### config.mk
export PLATFORM = sky130hd
export DESIGN_NAME = pdb_dead_band
export DESIGN_NICKNAME = d
export VERILOG_FILES = /design/src/shared/pdb_pkg.sv /design/src/shared/pdb_edge_if.sv /design/src/verilog/pdb_edge_delay.sv /design/src/verilog/pdb_dead_band.sv
export VERILOG_INCLUDE_DIRS = /design/src /design/src/shared
export SDC_FILE = /design/constraint.sdc
export NUM_CORES = 1
export LEC_CHECK = 0
export BUFFER_PORTS_ARGS = -buffer_cell sky130_fd_sc_hd__buf_2
export CAP_MARGIN = 20
export CORE_ASPECT_RATIO = 0.8
export CORE_MARGIN = 2
export CORE_UTILIZATION = 45
export DETAILED_ROUTE_END_ITERATION = 8
export HOLD_SLACK_MARGIN = 0.03
export PLACE_DENSITY = 0.74
export SYNTH_ARGS = -nofsm -noshare
export SYNTH_HDL_FRONTEND = slang
export SYNTH_SLANG_ARGS = --single-unit
export TNS_END_PERCENT = 1
### constraint.sdc
create_clock -name clk -period 2.7 [get_ports clk]
set_clock_uncertainty 0.05 [all_clocks]
set_input_delay 0.27 -clock clk [delete_from_list [all_inputs] [get_ports clk]]
set_output_delay 0.27 -clock clk [all_outputs]
set_load 0.02 [all_outputs]
### src/shared/pdb_defines.svh
// Constants of the dead-band generator: offsets, widths, reset values.
`ifndef PDB_DEFINES_SVH
`define PDB_DEFINES_SVH

// ************************************************************
// Register bus geometry
// ************************************************************
`define PDB_ADDR_W      12
`define PDB_DATA_W      32

// ************************************************************
// Register offsets (byte addresses)
// ************************************************************
`define PDB_CTL_OFF     12'h068
`define PDB_RISE_OFF    12'h06C
`define PDB_FALL_OFF    12'h070

// ************************************************************
// Fields and reset values
// ************************************************************
`define PDB_EN_BIT      0
`define PDB_DLY_W       12
`define PDB_CTL_RST     1'h0
`define PDB_DLY_RST     12'h000
`define PDB_CNT_MAX     12'hFFF
`define PDB_CTL_PAD     31'h00000000
`define PDB_DLY_PAD     20'h00000
`define PDB_RD_IDLE     32'h00000000

`endif

### src/shared/pdb_pkg.sv
// Types shared by the dead-band generator modules.
`include "pdb_defines.svh"
`default_nettype none

package pdb_pkg;

	// ************************************************************
	// State of the top module
	// ************************************************************
	typedef struct packed {
		logic                     enable;
		logic [`PDB_DLY_W-1:0]    rise_dly;
		logic [`PDB_DLY_W-1:0]    fall_dly;
		logic                     out_zero;
		logic                     out_one;
		logic [`PDB_DATA_W-1:0]   rdata;
	} pdb_top_s;

	// ************************************************************
	// State of one edge delay stage
	// ************************************************************
	typedef struct packed {
		logic [`PDB_DLY_W-1:0]    cnt;
	} pdb_edge_s;

endpackage : pdb_pkg

`default_nettype wire

### src/shared/pdb_edge_if.sv
// Link between the top module and one edge delay stage.
`include "pdb_defines.svh"
`default_nettype none

interface pdb_edge_if;
	logic                     sig;
	logic [`PDB_DLY_W-1:0]    dly;
	logic                     lvl;

	// Top drives the source and the delay, reads the delayed level
	modport owner  (output sig, output dly, input lvl);
	modport worker (input sig, input dly, output lvl);
endinterface : pdb_edge_if

`default_nettype wire

### src/verilog/pdb_edge_delay.sv
// One edge delay stage: holds back edges toward ACT_LEVEL by a count.
`include "pdb_defines.svh"
`default_nettype none

module pdb_edge_delay #(
	parameter bit ACT_LEVEL = 1'b1
) (
	input  wire logic   clk,
	input  wire logic   rst,
	pdb_edge_if.worker  lnk
);

	pdb_pkg::pdb_edge_s st;
	pdb_pkg::pdb_edge_s nxt_st;

	// ************************************************************
	// Dwell counter
	// ************************************************************
	// Counts cycles the source has stayed at the active level; any
	// return to the idle level clears it, cancelling a pending edge
	always_comb begin
		nxt_st = st;
		if (lnk.sig != ACT_LEVEL) begin
			nxt_st.cnt = `PDB_DLY_RST; // RULE14
		end else if (st.cnt != `PDB_CNT_MAX) begin
			nxt_st.cnt = st.cnt + `PDB_DLY_W'(1); // Saturates, no wrap
		end
	end

	always_ff @(posedge clk) begin
		if (rst) begin
			st.cnt <= `PDB_DLY_RST;
		end else begin
			st <= nxt_st;
		end
	end

	// Active level only once the dwell reaches the delay; a pulse no
	// longer than the delay never shows on the output
	assign lnk.lvl = ((lnk.sig == ACT_LEVEL) && (st.cnt >= lnk.dly)) ? ACT_LEVEL : ~ACT_LEVEL; // RULE3 RULE4 RULE9 RULE10

endmodule : pdb_edge_delay

`default_nettype wire

### src/verilog/pdb_dead_band.sv
// Dead-band generator for one PWM pair, with its register port.
//
// Behaviour
// (RULE1) Disabled: A to output zero, B to one
// (RULE2) Enabled: B ignored, both outputs from A
// (RULE3) Output zero delays A rising edges
// (RULE4) Output one delays A falling edges
// (RULE5) Control bit 0 enables dead band, resets 0
// (RULE6) Rise delay register, 12-bit, resets zero
// (RULE7) Fall delay register, 12-bit, resets zero
// (RULE8) Disabled: delay registers have no effect
// (RULE9) Rise delay swallows short high pulses
// (RULE10) Fall delay swallows short low pulses
// (RULE11) Software keeps rise delay below high times
// (RULE12) Software keeps fall delay below low times
// (RULE13) Reserved upper bits: do not rely, never write
// (RULE14) Pending edge cancelled when A reverts early
//
// The implementer's own choice: the strobed register port.
`include "pdb_defines.svh"
`default_nettype none

module pdb_dead_band (
	input  wire logic                     clk,
	input  wire logic                     rst,
	input  wire logic [`PDB_ADDR_W-1:0]   reg_addr,
	input  wire logic [`PDB_DATA_W-1:0]   reg_wdata,
	input  wire logic                     reg_wr,
	input  wire logic                     reg_rd,
	output var  logic [`PDB_DATA_W-1:0]   reg_rdata,
	input  wire logic                     generator_signal_a,
	input  wire logic                     generator_signal_b,
	output var  logic                     output_zero,
	output var  logic                     output_one
);

	pdb_pkg::pdb_top_s st;
	pdb_pkg::pdb_top_s nxt_st;

	pdb_edge_if rise_lnk ();
	pdb_edge_if fall_lnk ();

	// ************************************************************
	// Edge delay stages
	// ************************************************************
	// Both stages watch A only; B never reaches them
	assign rise_lnk.sig = generator_signal_a; // RULE2
	assign rise_lnk.dly = st.rise_dly;
	assign fall_lnk.sig = generator_signal_a; // RULE2
	assign fall_lnk.dly = st.fall_dly;

	// Rising edges held back for output zero
	pdb_edge_delay #(
		.ACT_LEVEL (1'b1)
	) u_rise (
		.clk (clk),
		.rst (rst),
		.lnk (rise_lnk.worker)
	);

	// Falling edges held back for output one
	pdb_edge_delay #(
		.ACT_LEVEL (1'b0)
	) u_fall (
		.clk (clk),
		.rst (rst),
		.lnk (fall_lnk.worker)
	);

	// ************************************************************
	// Next state
	// ************************************************************
	// Register writes, output selection and read data in one place.
	// The stages keep counting while disabled, so a switch to enabled
	// acts on the true dwell of A rather than on a stale count.
	always_comb begin
		nxt_st = st;
		nxt_st.rdata = `PDB_RD_IDLE;

		// Register writes; only the documented field bits are stored
		if (reg_wr) begin
			case (reg_addr)
				`PDB_CTL_OFF: begin
					nxt_st.enable = reg_wdata[`PDB_EN_BIT]; // RULE5
				end
				`PDB_RISE_OFF: begin
					nxt_st.rise_dly = reg_wdata[`PDB_DLY_W-1:0]; // RULE6
				end
				`PDB_FALL_OFF: begin
					nxt_st.fall_dly = reg_wdata[`PDB_DLY_W-1:0]; // RULE7
				end
				default: begin
					nxt_st.enable = st.enable; // Unmapped writes are dropped
				end
			endcase
		end

		// Read data for the next cycle only; reserved bits read zero
		if (reg_rd) begin
			case (reg_addr)
				`PDB_CTL_OFF: begin
					nxt_st.rdata = {`PDB_CTL_PAD, st.enable}; // RULE13
				end
				`PDB_RISE_OFF: begin
					nxt_st.rdata = {`PDB_DLY_PAD, st.rise_dly}; // RULE13
				end
				`PDB_FALL_OFF: begin
					nxt_st.rdata = {`PDB_DLY_PAD, st.fall_dly}; // RULE13
				end
				default: begin
					nxt_st.rdata = `PDB_RD_IDLE; // Unmapped reads return zero
				end
			endcase
		end

		// Output selection: pass-through ignores the delays entirely
		if (st.enable) begin
			nxt_st.out_zero = rise_lnk.lvl; // RULE3
			nxt_st.out_one  = fall_lnk.lvl; // RULE4
		end else begin
			nxt_st.out_zero = generator_signal_a; // RULE1 RULE8
			nxt_st.out_one  = generator_signal_b; // RULE1 RULE8
		end
	end

	// ************************************************************
	// State register
	// ************************************************************
	always_ff @(posedge clk) begin
		if (rst) begin
			st.enable   <= `PDB_CTL_RST;
			st.rise_dly <= `PDB_DLY_RST;
			st.fall_dly <= `PDB_DLY_RST;
			st.out_zero <= 1'h0;
			st.out_one  <= 1'h0;
			st.rdata    <= `PDB_RD_IDLE;
		end else begin
			st <= nxt_st;
		end
	end

	// Outputs straight from the state register, so the pins never glitch
	assign reg_rdata   = st.rdata;
	assign output_zero = st.out_zero;
	assign output_one  = st.out_one;
endmodule : pdb_dead_band

`default_nettype wire

After elaboration in Yosys (flattened, before gate mapping):

Index checks and enable logic that the tools add are counted.

* register bits after elaboration: 83
* output and inout bits: 34
* logic and storage cells: 31
* input port bits: 50

* equal/unequal tests: 5
* muxes and demuxes: 4
* bitwise logic cells: 2
* magnitude comparators: 2
* add/subtract/negate cells: 2
* reductions and logical operators: 8

Operators by type and width (number)
* $eq 12x7->1 const B: 3
* $pmux 12 s3: 1
* $add 12x1->12 const B: 2
* $ge 12x12->1: 2
* $ne 12x12->1 const B: 2
* $reduce_and 2->1: 3
* $reduce_or 2->1: 3
* $logic_and 1x1->1: 2
* $mux 1: 2
* $mux 2: 1
* $not 1->1: 2

Logic depth before layout (Yosys ltp):

* word-level depth: 4
* gate-level depth with buffers: 7
* gate-level depth less buffers: 7

Modules after synthesis:

From an unflattened synthesis, not the netlist that was laid out.

* cell total of the unflattened synthesis: 417
* area, all modules: 3801.1 um^2

Modules (own cells, without submodules)
* pdb_dead_band: cells an instance 205, sequential area each 780.7 um^2, times used 1, area an instance 2006.9 um^2
* pdb_edge_delay (u_rise): cells an instance 108, sequential area each 240.2 um^2, times used 1, area an instance 908.4 um^2
* pdb_edge_delay (u_fall): cells an instance 104, sequential area each 240.2 um^2, times used 1, area an instance 885.8 um^2

Worst setup path after synthesis:

OpenSTA, ideal clock, no wires.

* path type: input -> register
* start: in reg_addr[10]
* end: reg st, in the netlist fall_lnk.dly[10]
* setup slack: 0.847 ns
* data required time: 2.518 ns
* buffers on the path: 1
* library setup time: 0.132 ns
* cell stages on the path: 6
* data arrival time: 1.670 ns
* cells stage by stage: or4b_4 > nor4_4 > nand2_1 > clkbuf_1 > nand2_1 > a21oi_1

* word-level cells in the longest chain between the ends: 2

RTL lines
* start: declaration: RTL line pdb_dead_band.sv:26 `` input wire logic [`PDB_ADDR_W-1:0] reg_addr, ``
* $eq 12x7->1: RTL line pdb_dead_band.sv:82 `case (reg_addr)`
* $reduce_and 2->1 (no line)
* end signal: assignment: RTL line pdb_dead_band.sv:138 `st <= nxt_st;`
* end: declaration: RTL line pdb_dead_band.sv:37 `pdb_pkg::pdb_top_s st;`

No other way between the ends.
A chain may end at the register's enable or synchronous reset.

Final worst setup path:

* start: reg u_rise.st[0] (netlist name)
* end: reg u_rise.st[4] (netlist name)

* word-level cells in the longest chain between the ends: 1
* elaborated cells on any way between the ends: 2
* those cells by class: add/sub: 1; eq/ne: 1

RTL lines
* start: declaration: RTL line pdb_edge_delay.sv:13 `pdb_pkg::pdb_edge_s st;`
* start signal: assignment: RTL line pdb_edge_delay.sv:34 `st <= nxt_st;`
* $add 12x1->12 / $ne 12x12->1 (equally long branches)

Several ways; a longest one is shown, not always the timed one.

==> results.sh <==
export IMPL_final_area_sq_mm=0.00369
export IMPL_clk_pin_slew_worst_paths_ns=0.07
export IMPL_hp_class="in2reg"
export IMPL_setup_violations=0
export IMPL_drt_iter0_drc=139
export IMPL_wl_met2_um=3320
export IMPL_overflow=0
export IMPL_cp_slowest_stage_delay_ns=0.42
export IMPL_crit_slowest_cell="dfxtp_1"
export IMPL_coreArea_sq_mm=0.00736
export IMPL_dr_wl_met3_um=406
export IMPL_holdWs_ns=0.139
export IMPL_dpl_hpwl_um=5230
export IMPL_multiInputGateArea_sq_mm=0.00175
export IMPL_grt_max_degree=30
export IMPL_power_w=0.00196
export IMPL_min_path_cells=3
export IMPL_tns_ns=0
export IMPL_syn_inst=403
export IMPL_seq_area_frac_synth=0.371
export IMPL_crit_arrival_ns=2.16
export IMPL_syn_avg_cell_area_sq_um=8.43
export IMPL_synth_top_area_share=0.371
export IMPL_dieArea_sq_mm=0.00827
export IMPL_outcome="complete, no violations"
export IMPL_final_nets=503
export IMPL_maxCapViolations=0
export IMPL_grt_pass1_vias=2390
export IMPL_tightest_slew_ns=0.565
export IMPL_cp_cell_sequence="ha_1, and4_1, nand4_1, nand4_1, xor2_1, nor2_1"
export IMPL_reg2reg_to="u_rise.st[4]"
export IMPL_yosys_most_used_dff="dfxtp_1"
export IMPL_num_fill_cells=711
export IMPL_ys_top_cells_by_area="dfxtp_1, ha_1, buf_4"
export IMPL_die_y_um=81.7
export IMPL_vias=2739
export IMPL_startpoint_type="flop"
export IMPL_synth_yosys_warnings=0
export IMPL_ctsHoldBuffers=0
export IMPL_regArea_sq_mm=0.00126
export IMPL_ant_nets=0
export IMPL_holdPathEnd="fall_lnk.dly[1]"
export IMPL_portBuffers=43
export IMPL_ioPinCount=84
export IMPL_start_util=0.462
export IMPL_async_flop_share=0
export IMPL_clkLatencyLatePin_ns=0.34
export IMPL_area_growth_pct=8.69
export IMPL_min_from="reg_wdata[1]"
export IMPL_post_cts_buffers=0
export IMPL_die_w_um=101
export IMPL_layout_common_cells="dfxtp_1, buf_2, nand2_1"
export IMPL_slew_violations=0
export IMPL_h_tree_depth=3
export IMPL_rsz0062_at_grt="false"
export IMPL_ff2ff_path_depth=6
export IMPL_numCtsBuffers=9
export IMPL_fmax_mhz=500
export IMPL_post_cts_resized=0
export IMPL_grt_antenna_before_repair=0
export IMPL_finalHoldViolCount=0
export IMPL_fin_crit_sh=0.741
export IMPL_cts_root_buf="clkbuf_8"
export IMPL_wl_um=6980
export IMPL_detailed_place_area_sq_mm=0.00346
export IMPL_drive_gt1_frac=0.160
export IMPL_rrSetupSlack_ns=0.70
export IMPL_cp_max_fo=9
export IMPL_synth_seq_cells=63
export IMPL_diodes=0
export IMPL_synthDistinctLibCells=44
export IMPL_r2r_start="u_rise.st[0]"
export IMPL_drt_met1_wl_um=3190
export IMPL_synth_area_sq_mm=0.00340
export IMPL_yosys_area_top_type="dfxtp_1"
export IMPL_clock_path_buffers=2
export IMPL_drc=0
export IMPL_worstSetupEndpointType="flop"
export IMPL_power_leakage_nw=1.45
export IMPL_avgRoutedWirePerCell_um=13.4
export IMPL_cp_required_ns=2.86
export IMPL_slew_headroom=0.622
export IMPL_top_layer="met4"
export IMPL_first_pass_iters=7
export IMPL_critPathKind="reg2reg"
export IMPL_critPathBufInv=0
export IMPL_final_common_cell="dfxtp_1"
export IMPL_grt_usage=0.177
export IMPL_cpLargestDelayFamily="simple AND/OR/NAND/NOR gates"
export IMPL_cellPowerDensity_mw_per_mm2=530
export IMPL_vdd_ir_drop_max_mv=0.276
export IMPL_synth_edff_count=0
export IMPL_crit_top_cell="nand4_1"
export IMPL_clock_sinks=63
export IMPL_globalplace_congestion=0.837
export IMPL_grt_pass1_wl_um=11300
export IMPL_rows=28
export IMPL_viasPerCell=5.25
export IMPL_period_minus_slack_ns=2.00
export IMPL_tritoncts="done"
==> per-stage QoR <==
| step | std cells | worst slack [ns] | utilization |
|---|---|---|---|
| finish | 522 | 0.700 | 0.502 |
| global route | 522 | 0.482 | 0.502 |
| CTS | 522 | 0.671 | 0.502 |
| detailed placement | 506 | 0.471 | 0.471 |
| global placement | 506 | 0.521 | 0.471 |
| floorplan | 422 | 0.847 | - |
==> sequential cells by signal, summed over array words and instances (netlist names) <==
signal,cells
fall_lnk.dly,12
output_one,1
output_zero,1
reg_rdata,12
rise_lnk.dly,12
st,1
u_fall.st,12
u_rise.st,12
==> worst max-delay path by stage <==
stage                 startpoint          endpoint  cells past startpoint
detailed placement  reg_addr[10]   rise_lnk.dly[2]                      6
finish              u_rise.st[0]      u_rise.st[4]                      6
floorplan           reg_addr[10]  fall_lnk.dly[10]                      6
CTS                 u_rise.st[0]      u_rise.st[4]                      6
global route        u_rise.st[0]      u_rise.st[4]                      6
global placement    reg_addr[10]   fall_lnk.dly[2]                      7
==> tightest hold or removal path, cell delays in order <==
cell and delay (ns):
buf_2 0.10, nand3_1 0.06, a21oi_1 0.06
==> area by class of cell <==
| type | instances | share of cell area |
|---|---|---|
| multi-input cells | 279 | 0.473 |
| flip-flops and latches | 63 | 0.341 |
| repair buffers | 46 | 0.0644 |
| clock buffers | 10 | 0.0373 |
| well taps | 90 | 0.0305 |
| inverters | 28 | 0.0285 |
| clock inverters | 6 | 0.0251 |
==> synth_stat cells, types with 2 or more instances <==
cell / n
a211oi_1: 5
a21oi_1: 33
a22oi_1: 12
a31oi_1: 4
a41oi_1: 2
and2_1: 2
and3_1: 3
and4_1: 7
buf_2: 2
buf_4: 32
buf_6: 3
clkbuf_1: 14
dfxtp_1: 63
ha_1: 26
inv_1: 28
mux2i_1: 6
nand2_1: 38
nand2b_1: 3
nand3_1: 32
nand3b_1: 2
nand4_1: 9
nor2_1: 33
nor3_1: 4
nor4_4: 2
o21ai_0: 7
or2_2: 2
or3b_2: 2
xnor2_1: 3
xor2_1: 9
==> layer usage <==
layer / GRT usage / vias up
li1: - / 1395
met1: 0.224 / 1259
met2: 0.297 / 77
met3: 0.0545 / 8
met4: 0.0419 / 0
met5: 0 / -
==> power breakdown <==
part	leakage [nW]	switching, W	internal (W)	total [W]
sequential	0.508	0.00000447	0.000933	0.000938
clock	0.109	0.000373	0.000549	0.000922
combinational	0.830	0.0000688	0.0000305	0.0000993
total	1.45	0.000446	0.00151	0.00196
==> logic make-up (layout without fill, tap and decap cells) <==
logic type      after synthesis  after routing  share of synthesized area
compound gates               72             72                      0.131
xor+xnor                     12             12                     0.0309
fa+ha+maj                    26             26                     0.0957
buf+inv                      80             90                      0.136
flops                        63             63                      0.371
mux                           6              6                     0.0177
other cells                   1             20                    0.00110
simple gates                143            143                      0.216
(Power assumes the default switching activity.)
